### src/design/lcgis_pkg.sv
package lcgis_pkg;
    localparam int ADDR_W = 12;
    localparam int DATA_W = 32;
    localparam int REG_W = 16;
    localparam int NUM_SRC = 4;
    localparam int NUM_GATE = 4;
    localparam int NUM_CAND = 8;
    localparam int SEL_W = 3;
    localparam int POOL_W = NUM_SRC * NUM_CAND;
    localparam int GATE_EN_W = 2 * NUM_SRC;

    // Register byte offsets
    localparam logic [ADDR_W-1:0] OFF_GATE_SEL_LOW = 12'h000;
    localparam logic [ADDR_W-1:0] OFF_GATE_SEL_HIGH = 12'h004;
    localparam logic [ADDR_W-1:0] OFF_SRC_SEL = 12'h008;
    localparam logic [ADDR_W-1:0] OFF_GATE_INVERT = 12'h00C;
    localparam logic [ADDR_W-1:0] OFF_GATE_STATUS = 12'h010;

    // Reset values
    localparam logic [REG_W-1:0] RST_GATE_SEL_LOW = 16'h0000;
    localparam logic [REG_W-1:0] RST_GATE_SEL_HIGH = 16'h0000;
    localparam logic [NUM_SRC*SEL_W-1:0] RST_SRC_SEL = 12'h000;
    localparam logic [NUM_GATE-1:0] RST_GATE_INVERT = 4'h0;

    // Field positions of the gate bytes inside the two select registers
    localparam int POS_GATE_LO_BYTE = 0;
    localparam int POS_GATE_HI_BYTE = 8;
    // Field positions inside a gate byte
    localparam int POS_INV_IN_PAIR = 0;
    localparam int POS_TRUE_IN_PAIR = 1;
    // Source select field spacing: 4 bits per source, 3 used
    localparam int SRC_FIELD_STRIDE = 4;
endpackage : lcgis_pkg

### src/design/lcgis_gate.sv
`timescale 1ns/1ps
`default_nettype none
module lcgis_gate #(
    parameter int EN_W = 8
) (
    // Signals offered to the gate and their enables
    input wire logic [EN_W-1:0] gateSig,
    input wire logic [EN_W-1:0] gateEn,
    // Polarity
    input wire logic invert,
    // Result
    output logic gateRes
);
    logic orRes;

    // Empty enable set gives zero
    assign orRes = |(gateSig & gateEn);
    assign gateRes = orRes ^ invert;
endmodule : lcgis_gate
`default_nettype wire

### src/design/lcgis_top.sv
// Our own choices: the APB slave port and the register offsets.
`timescale 1ns/1ps
`default_nettype none
module lcgis_top (
    // Clock and reset
    input wire logic mclk,
    input wire logic rst,
    // APB slave
    input wire logic psel,
    input wire logic penable,
    input wire logic pwrite,
    input wire logic [lcgis_pkg::ADDR_W-1:0] paddr,
    input wire logic [lcgis_pkg::DATA_W-1:0] pwdata,
    output logic [lcgis_pkg::DATA_W-1:0] prdata,
    output logic pready,
    output logic pslverr,
    // Candidate source pool, eight per multiplexer
    input wire logic [lcgis_pkg::POOL_W-1:0] srcCand,
    // Gate results towards the logic function
    output logic [lcgis_pkg::NUM_GATE-1:0] gateOut
);
    import lcgis_pkg::*;

    logic [REG_W-1:0] gateSelLow;
    logic [REG_W-1:0] gateSelHigh;
    logic [NUM_SRC*SEL_W-1:0] srcSel;
    logic [NUM_GATE-1:0] gateInvert;

    logic [NUM_SRC-1:0] srcTrue;
    logic [NUM_SRC-1:0] srcInv;
    logic [GATE_EN_W-1:0] gateSig;
    logic [GATE_EN_W-1:0] gateEn [NUM_GATE];
    logic [NUM_GATE-1:0] next_gateOut;

    // Bus decode
    wire hitLow = (paddr == OFF_GATE_SEL_LOW);
    wire hitHigh = (paddr == OFF_GATE_SEL_HIGH);
    wire hitSel = (paddr == OFF_SRC_SEL);
    wire hitInv = (paddr == OFF_GATE_INVERT);
    wire hitStat = (paddr == OFF_GATE_STATUS);
    wire hitRw = hitLow | hitHigh | hitSel | hitInv;
    wire mapped = hitRw | hitStat;
    wire setupPh = psel & ~penable;
    wire accessDone = psel & penable & pready;
    wire wrEn = accessDone & pwrite & hitRw;
    wire badAccess = ~mapped | (pwrite & hitStat);

    // Source select register, one 4-bit field per multiplexer
    logic [DATA_W-1:0] srcSelRead;
    logic [NUM_SRC*SEL_W-1:0] srcSelWrite;
    genvar s;
    generate
        for (s = 0; s < NUM_SRC; s++) begin : g_selmap
            assign srcSelRead[s*SRC_FIELD_STRIDE +: SRC_FIELD_STRIDE] =
                {1'b0, srcSel[s*SEL_W +: SEL_W]};
            assign srcSelWrite[s*SEL_W +: SEL_W] =
                pwdata[s*SRC_FIELD_STRIDE +: SEL_W];
        end
        for (s = NUM_SRC*SRC_FIELD_STRIDE; s < DATA_W; s++)
            begin : g_selpad
            assign srcSelRead[s] = 1'b0;
        end
    endgenerate

    wire [DATA_W-1:0] rdMux =
        hitLow ? {16'h0000, gateSelLow} :
        hitHigh ? {16'h0000, gateSelHigh} :
        hitSel ? srcSelRead :
        hitInv ? {28'h0000000, gateInvert} :
        hitStat ? {28'h0000000, gateOut} :
        32'h00000000;

    // Answer comes one cycle after setup, so every access has no wait
    always_ff @(posedge mclk) begin
        if (rst) begin
            pready <= 1'b0;
            pslverr <= 1'b0;
            prdata <= 32'h00000000;
        end else begin
            pready <= setupPh;
            pslverr <= setupPh & badAccess;
            prdata <= (setupPh & ~pwrite) ? rdMux : 32'h00000000;
        end
    end

    always_ff @(posedge mclk) begin
        if (rst) begin
            gateSelLow <= RST_GATE_SEL_LOW;
            gateSelHigh <= RST_GATE_SEL_HIGH;
            srcSel <= RST_SRC_SEL;
            gateInvert <= RST_GATE_INVERT;
        end else if (wrEn) begin
            if (hitLow) begin
                gateSelLow <= pwdata[REG_W-1:0];
            end
            if (hitHigh) begin
                gateSelHigh <= pwdata[REG_W-1:0];
            end
            if (hitSel) begin
                srcSel <= srcSelWrite;
            end
            if (hitInv) begin
                gateInvert <= pwdata[NUM_GATE-1:0];
            end
        end
    end

    // Source multiplexers over the 32-signal pool
    genvar m;
    generate
        for (m = 0; m < NUM_SRC; m++) begin : g_mux
            assign srcTrue[m] =
                srcCand[m*NUM_CAND + int'(srcSel[m*SEL_W +: SEL_W])];
            assign srcInv[m] = ~srcTrue[m];
            // Pair per source, true above inverted
            assign gateSig[2*m + POS_INV_IN_PAIR] = srcInv[m];
            assign gateSig[2*m + POS_TRUE_IN_PAIR] = srcTrue[m];
        end
    endgenerate

    // Byte to gate mapping
    assign gateEn[0] = gateSelLow[POS_GATE_LO_BYTE +: GATE_EN_W];
    assign gateEn[1] = gateSelLow[POS_GATE_HI_BYTE +: GATE_EN_W];
    assign gateEn[2] = gateSelHigh[POS_GATE_LO_BYTE +: GATE_EN_W];
    assign gateEn[3] = gateSelHigh[POS_GATE_HI_BYTE +: GATE_EN_W];

    genvar g;
    generate
        for (g = 0; g < NUM_GATE; g++) begin : g_gate
            lcgis_gate #(
                .EN_W(GATE_EN_W)
            ) u_gate (
                .gateSig(gateSig),
                .gateEn(gateEn[g]),
                .invert(gateInvert[g]),
                .gateRes(next_gateOut[g])
            );
        end
    endgenerate

    // Gate results leave through a flop, one cycle behind the sources
    always_ff @(posedge mclk) begin
        if (rst) begin
            gateOut <= 4'h0;
        end else begin
            gateOut <= next_gateOut;
        end
    end

    property p_gate1_or;
        @(posedge mclk) disable iff (rst)
        1'b1 |=> gateOut[0] == ((|($past(gateSelLow[7:0]) &
            $past(gateSig))) ^ $past(gateInvert[0]));
    endproperty
    a_gate1_or: assert property (p_gate1_or)
        else $error("gate 1 result wrong");

    property p_gate2_or;
        @(posedge mclk) disable iff (rst)
        1'b1 |=> gateOut[1] == ((|($past(gateSelLow[15:8]) &
            $past(gateSig))) ^ $past(gateInvert[1]));
    endproperty
    a_gate2_or: assert property (p_gate2_or)
        else $error("gate 2 result wrong");

    property p_gate3_or;
        @(posedge mclk) disable iff (rst)
        1'b1 |=> gateOut[2] == ((|($past(gateSelHigh[7:0]) &
            $past(gateSig))) ^ $past(gateInvert[2]));
    endproperty
    a_gate3_or: assert property (p_gate3_or)
        else $error("gate 3 result wrong");

    property p_gate4_or;
        @(posedge mclk) disable iff (rst)
        1'b1 |=> gateOut[3] == ((|($past(gateSelHigh[15:8]) &
            $past(gateSig))) ^ $past(gateInvert[3]));
    endproperty
    a_gate4_or: assert property (p_gate4_or)
        else $error("gate 4 result wrong");

    property p_src1_true_bit;
        @(posedge mclk) disable iff (rst)
        (gateSelLow[7:0] == 8'h02 && !gateInvert[0])
            |=> gateOut[0] == $past(srcTrue[0]);
    endproperty
    a_src1_true_bit: assert property (p_src1_true_bit)
        else $error("source 1 true enable misplaced");

    property p_src1_inv_bit;
        @(posedge mclk) disable iff (rst)
        (gateSelLow[7:0] == 8'h01 && !gateInvert[0])
            |=> gateOut[0] == !$past(srcTrue[0]);
    endproperty
    a_src1_inv_bit: assert property (p_src1_inv_bit)
        else $error("source 1 inverted enable misplaced");

    property p_mux_pick;
        @(posedge mclk) disable iff (rst)
        srcTrue[3] == srcCand[24 + int'(srcSel[11:9])] &&
            srcInv[3] != srcTrue[3];
    endproperty
    a_mux_pick: assert property (p_mux_pick)
        else $error("source 4 multiplexer wrong");

    property p_invert_empty;
        @(posedge mclk) disable iff (rst)
        (gateSelHigh[15:8] == 8'h00 && gateInvert[3]) |=> gateOut[3];
    endproperty
    a_invert_empty: assert property (p_invert_empty)
        else $error("gate 4 invert not applied");

    property p_empty_zero;
        @(posedge mclk) disable iff (rst)
        (gateSelHigh[7:0] == 8'h00 && !gateInvert[2]) |=> !gateOut[2];
    endproperty
    a_empty_zero: assert property (p_empty_zero)
        else $error("empty gate 3 not zero");

    property p_low_write;
        @(posedge mclk) disable iff (rst)
        (psel && penable && pready && pwrite && paddr == OFF_GATE_SEL_LOW)
            |=> gateSelLow == $past(pwdata[15:0]) ##1 pready == 1'b0;
    endproperty
    a_low_write: assert property (p_low_write)
        else $error("low select write lost");
endmodule : lcgis_top
`default_nettype wire

### config.mk
export PLATFORM = sky130hd
export DESIGN_NAME = lcgis_top
export DESIGN_NICKNAME = d
export VERILOG_FILES = /design/src/design/lcgis_pkg.sv /design/src/design/lcgis_gate.sv /design/src/design/lcgis_top.sv
export SDC_FILE = /design/constraint.sdc
export NUM_CORES = 1
export LEC_CHECK = 0
export ABC_AREA = 1
export BUFFER_PORTS_ARGS = -buffer_cell sky130_fd_sc_hd__buf_4
export CAP_MARGIN = 20
export CORE_ASPECT_RATIO = 1.25
export CORE_MARGIN = 1.5
export CORE_UTILIZATION = 30
export DETAILED_ROUTE_END_ITERATION = 7
export PLACE_DENSITY = 0.49
export SLEW_MARGIN = 40
export SYNTH_ARGS = -nofsm -noshare
export SYNTH_HDL_FRONTEND = slang
export SYNTH_SLANG_ARGS = --single-unit
### constraint.sdc
create_clock -name mclk -period 2.4 [get_ports mclk]
set_input_delay 0.12 -clock mclk [delete_from_list [all_inputs] [get_ports mclk]]
set_output_delay 0.12 -clock mclk [all_outputs]
set_load 0.03 [all_outputs]
==> summary.md, run 1 <==
| Metric | Value |
|---|---|
| P&R area growth vs syn | 26.8% |
| Initial Util | 0.306 |
| Peak VDD IR | 0.280 mV |
| Fmax | 0.573 GHz |
| Reg-to-reg startpoint | srcSel[6] |
| R2r worst-path depth | 11 |
| DP Wirelength | 8610 um |
| Deepest clock path buffer count | 2 |
| Lkg Pwr | 0.00261 uW |
| Slew headroom | 0.618 |
| Die width | 107 um |
| Syn_area_per_cell | 6.22 sq um |
| CTS tree | yes |
| Period utilization | 0.727 |
| Setup CP Type | reg -> reg |
| Final setup fails | 0 |
| CP cell instances | inv_1 -> nand2_1 -> nand3_1 -> nand3_1 -> nand2_1 -> nand2_1 -> nand2_1 -> nor2_1 -> nand3_1 -> nand2_1 -> nor2_1 |
| Synth top area cells | dfxtp_1 35%, nand2_1 14%, inv_1 13% |
| Final Skew | 0.00534 ns |
| N_diodes | 0 |
| Vias per inst | 4.46 |
| FF+latch count, synth | 70 |
| CP Capture Type | register |
| R2r setup slk | 0.65 ns |
| GRT Overall Usage | 0.175 |
| I/O pins | 119 |
| Mapped Area | 4050 sq um |
| Design area | 5130 sq um |
| WL final | 11800 um |
| Vias in the first global route | 3944 |
| Worst-path cell with the longest stage delay | dfxtp_1 |
| RSZ-0062 raised after global routing | false |
| CP startpoint | srcSel[6] |
| Cells after synthesis | 651 |
| I/O Buffers | 86 |
| Critical path depth | 11 |
| Num CTS Buffers | 9 |
| MaxCap Viol Count | 0 |
| Post-CTS Setup Repair Bufs | 0 |
| Total global routing overflow | 0 |
| Worst Max-Slew Pin Slew | 0.568 ns |
| Gp weighted congestion | 0.850 |
| Share of layout cells above drive strength 1 | 0.182 |
| Cell area after placement | 4860 sq um |
| Final #Nets | 820 |
| Wirelength per Cell | 12.9 um |
| Height of the die | 133 um |
| Pre-antenna DRT Iters | 4 |
| Hold Path Class | in -> reg |
| Max-slew violation count | 0 |
| Crit path time final | 1.75 ns |
| Antenna violations before repair | 0 |
| Post-CTS Hold Buffers | 0 |
| Crit start category | register |
| Clock Latency Late Sink | 0.34 ns |
| Final Util | 0.388 |
| Arr. time, crit path | 1.97 ns |
| ANT nets after route | 0 |
| Total vias in the final route | 4075 |
| PD cells | 514 nW/um^2 |
| Core Rows | 47 |
| DR iter-0 viols | 213 |
| Crit-path max FO | 6 |
| Setup tns final | 0 ns |
| Core Region | 13200 sq um |
| H-tree Lvls | 3 |
| Leading area contributor after synthesis | dfxtp_1 |
| Max incr delay on CP | 0.39 ns |
| Status | finished, final reports clean |
| Buf+Inv Stages, Crit Path | 1 |
| Worst R2R End | gateOut[2] |
| Pin count of the biggest net entering global routing | 53 |
| # DRC | 0 |
| Library cells used by synthesis | 26 |
| Clock sink total | 70 |
| CTS resizes | 0 |
| CP Capture Point | gateOut[2] |
| Worst slack on hold paths | 0.0689 ns |
| Sequential area share after synthesis | 0.346 |
| Die area | 14200 sq um |
| Top cell family by delay on the critical path | simple AND/OR/NAND/NOR gates |
| Most used cell, CP | nand2_1 |
| CTS Root Cell | clkbuf_16 |
| First-pass GRT wire length | 19300 um |
| Post-synth top area share | 0.346 |
| CP Data Required Time | 2.63 ns |
| Clock transition at path regs | 0.05 ns |
| YS warnings | 0 |
| Power Total | 2640 uW |
| Final hold viol count | 0 |
-- synthesized netlist by cell type (all sizes together) --
master  instances
a31oi           1
nand4          35
a211oi          1
buf            24
clkbuf         15
a21oi          26
nand3          52
o221ai          9
o21ai          36
nor2           62
clkinv          1
inv           154
nor3            2
o211ai          3
nand2         159
dfxtp          70
conb            1
-- per-layer routing --
metal  track usage  part of all wire  vias up
met2         0.302              0.50      100
met5             0                 0        -
met3        0.0281             0.039       16
met1         0.214              0.44     1805
li1              -                 -     2154
met4        0.0733             0.019        0
-- area by class of cell --
cell class              instances  area, sq um
well taps                     171          214
multi-input cells             402         1900
clock buffers                  13          270
clock inverters                 1         5.00
flip-flops and latches         70         1400
repair buffers                101          758
fillers                      1439         8100
inverters                     155          582
-- placed cells by master (no fill, tap or decap), types with 2 or more instances in the layout --
cell type and instances:
nor3_1 2, a21oi_1 26, conb_1 16, nand2_1 156
inv_2 9, clkbuf_8 3, nand3_1 49, nand3_4 2
o211ai_1 3, nand4_4 2, nor2_4 3, nand4_1 33
buf_4 101, nand2_2 2, nor2_1 58, clkbuf_16 9
inv_1 145, dfxtp_1 70, o21ai_0 36, o221ai_1 9
-- stage by stage --
| step | std cells | setup WS, ns |
|---|---|---|
| after floorplan | 666 | 0.668 |
| after global placement | 899 | 0.562 |
| after detailed placement | 899 | 0.511 |
| after CTS | 913 | 0.606 |
| after global routing | 913 | 0.428 |
| final | 913 | 0.655 |
-- how the worst min path moves through the flow --
stage               from       endpoint  slack (ns)  cells after the start
6_report            psel         pready        0.07                      3
5_1_grt           pwrite        pslverr        0.09                      3
4_1_cts             psel         pready        0.05                      3
3_5_place_dp        psel         pready        0.42                      3
3_3_place_gp   pwdata[7]  gateSelLow[7]        0.41                      3
2_1_floorplan     pwrite        pslverr        0.28                      2
-- logic make-up after synthesis --
family	after synthesis	share of synthesized area
and+or+nand+nor	310	0.349
buffers and inverters	194	0.199
AOI/OAI and AO/OA	76	0.105
DFF	70	0.346
other	1	0.000926
-- power by group --
part           internal [uW]  switching, uW
sequential              1160          0.628
clock                    771            480
combinational           96.6            129
-- sequential cells by signal, indices dropped and copies added (netlist names) --
signal and cells:
gateOut 4, srcSel 12, pslverr 1, gateInvert 4
prdata 16, gateSelHigh 16, gateSelLow 16, pready 1
-- worst min-delay path, stage by stage --
cell and delay [ns]:
buf_4 0.08, nand3_1 0.11, inv_1 0.06
(Power assumes the default switching activity.)
==> run 2: changes to the inputs <==
PLACE_DENSITY = 0.51   (was 0.49)
clock period = 1.4 ns   (was 2.4 ns; I/O delays follow)
==> run 2 against run 1 <==
Total power increased by 72%. Routed wire length up 9.5%. Fmax up 25%. Hold slack worse by 0.034 ns. Global-route usage grew 0.22 points. Highest routed layer unchanged. Sequential share of layout area fell by 3.4 points. Final cell count rose by 4.9%. Clock skew grew 0.0048 ns. Via count rose by 7.3%. Count of clock-buffer cells in the layout rose by 1. Critical path depth stayed put. Sequential cell count is the same.
==> summary.md, run 2 (synthesis results as in run 1) <==
| Metric | Value |
|---|---|
| Status | finished, final reports clean |
| Antenna violations before repair | 0 |
| Design area | 5940 sq um |
| Total global routing overflow | 0 |
| Worst-path cell with the longest stage delay | dfxtp_4 |
| # DRC | 0 |
| Crit path time final | 1.40 ns |
| GRT Overall Usage | 0.177 |
| Clock Latency Late Sink | 0.33 ns |
| CP cell instances | inv_4 -> nand2_1 -> nand3_2 -> nand3_2 -> buf_6 -> nand3_1 -> nand2_1 -> nor2_2 -> nand3_1 -> nand2_1 -> nor2_1 |
| Share of layout cells above drive strength 1 | 0.320 |
| Crit-path max FO | 6 |
| Num CTS Buffers | 9 |
| Buf+Inv Stages, Crit Path | 2 |
| Most used cell, CP | nand2_1 |
| Top flop regs | gateSelHigh (16), gateSelLow (16), prdata (16) |
| Clock sink total | 70 |
| Total vias in the final route | 4374 |
| Final setup fails | 0 |
| Post-CTS Hold Buffers | 0 |
| Vias in the first global route | 4013 |
| CP Capture Type | register |
| Sequential cell area | 1420 sq um |
| Worst Max-Slew Pin Slew | 0.562 ns |
| Hold Path Class | in -> reg |
| Height of the die | 133 um |
| Die area | 14200 sq um |
| Pin count of the biggest net entering global routing | 53 |
| Pre-CTS setup slack | -0.280 ns |
| Final Skew | 0.0101 ns |
| Area of the multi-input gates | 2240 sq um |
| Most frequent cells in the layout | 139 x inv_1, 136 x nand2_1, 127 x buf_4 |
| Max-slew violation count | 0 |
| N_diodes | 0 |
| Commonest non-fill, non-tap cell in the layout | inv_1 |
| I/O Buffers | 86 |
| # placed instances | 934 |
| Die width | 107 um |
| WL final | 12900 um |
| Fmax | 0.717 GHz |
| Setup CP Type | reg -> reg |
| Cell area after placement | 5190 sq um |
| Core Region | 13200 sq um |
| Top cell family by delay on the critical path | simple AND/OR/NAND/NOR gates |
| P&R area growth vs syn | 46.6% |
| Wirelength per Cell | 13.5 um |
| Power Total | 4540 uW |
| Worst slack on hold paths | 0.0346 ns |
| Period utilization | 0.997 |
| Core Rows | 47 |
| Arr. time, crit path | 1.62 ns |
| Gp weighted congestion | 0.837 |
| PD cells | 765 nW/um^2 |
| CTS tree | yes |
| Peak VDD IR | 0.399 mV |
| Max incr delay on CP | 0.36 ns |
| Vias per inst | 4.57 |
| DR iter-0 viols | 216 |
| Deepest clock path buffer count | 2 |
| ANT nets after route | 0 |
| MaxCap Viol Count | 0 |
| Pre-antenna DRT Iters | 4 |
| Slew headroom | 0.625 |
| Initial Util | 0.306 |
| Setup ws final | 0.00452 ns |
| RSZ-0062 raised after global routing | true |
| Lkg Pwr | 0.00293 uW |
| Non-filler instance count after layout | 958 |
| Clock transition at path regs | 0.06 ns |
| CP Data Required Time | 1.63 ns |
| DP Wirelength | 9130 um |
| H-tree Lvls | 3 |
| CTS Root Cell | clkbuf_16 |
| Final hold viol count | 0 |
| Fillers | 1364 |
| First-pass GRT wire length | 19800 um |
| Crit start category | register |
| I/O pins | 119 |
| Final #Nets | 864 |
## run 2: cell types whose count changed in the layout (fill, tap and decap cells not counted), sizes merged
cell / change
inv: -1
buf: +43
nand3: +1
clkbuf: +1
clkinvlp: +1
## run 2: layout make-up
type,count,share of cell area
Clock inverter,1,0.000843
Multi-Input combinational cell,403,0.378
Timing Repair Buffer,144,0.201
Clock buffer,14,0.0445
Inverter,155,0.0999
Tap cell,171,0.0360
Sequential cell,70,0.239
## run 2: worst paths after layout
| kind | startpoint | end | slack [ns] | cells after the start |
|---|---|---|---|---|
| worst min-delay path | pwdata[2] | gateSelLow[2] | 0.03 | 3 |
| worst min register to register | gateSelLow[1] | gateSelLow[1] | 0.48 | 2 |
| worst max-delay path | srcSel[0] | gateOut[0] | 0.005 | 11 |
| worst max register to register | srcSel[0] | gateOut[0] | 0.005 | 11 |
## run 2: per-layer routing
metal,part of all wire,global-route usage
met1,0.44,0.226
met2,0.48,0.296
met3,0.049,0.0281
met4,0.031,0.0719
met5,0,0
## run 2: metrics by stage
step	utilization	TNS, ns
after detailed placement	0.392	-8.21
after global placement	0.392	-6.97
final	0.449	0
after CTS	0.419	-0.0369
after floorplan	-	0
after global routing	0.449	-0.285
## run 2: power by group
group          switching (uW)  internal, uW  leakage, uW
logic                     244           199      0.00223
clock network             823          1290     0.000133
registers                1.13          1990     0.000569
## run 2: tightest hold or removal path, delay by kind of cell
kind,cells,cell delay (ns)
compound gates,2,0.17
buf+inv,1,0.08
## run 2: timing repair
| item | in CTS | in global routing |
|---|---|---|
| pin swaps | 9 | 30 |
| setup endpoints to repair | 4 | 31 |
| cloned | 0 | 1 |
| setup buffers | 3 | 7 |
| gates resized for setup | 29 | 80 |
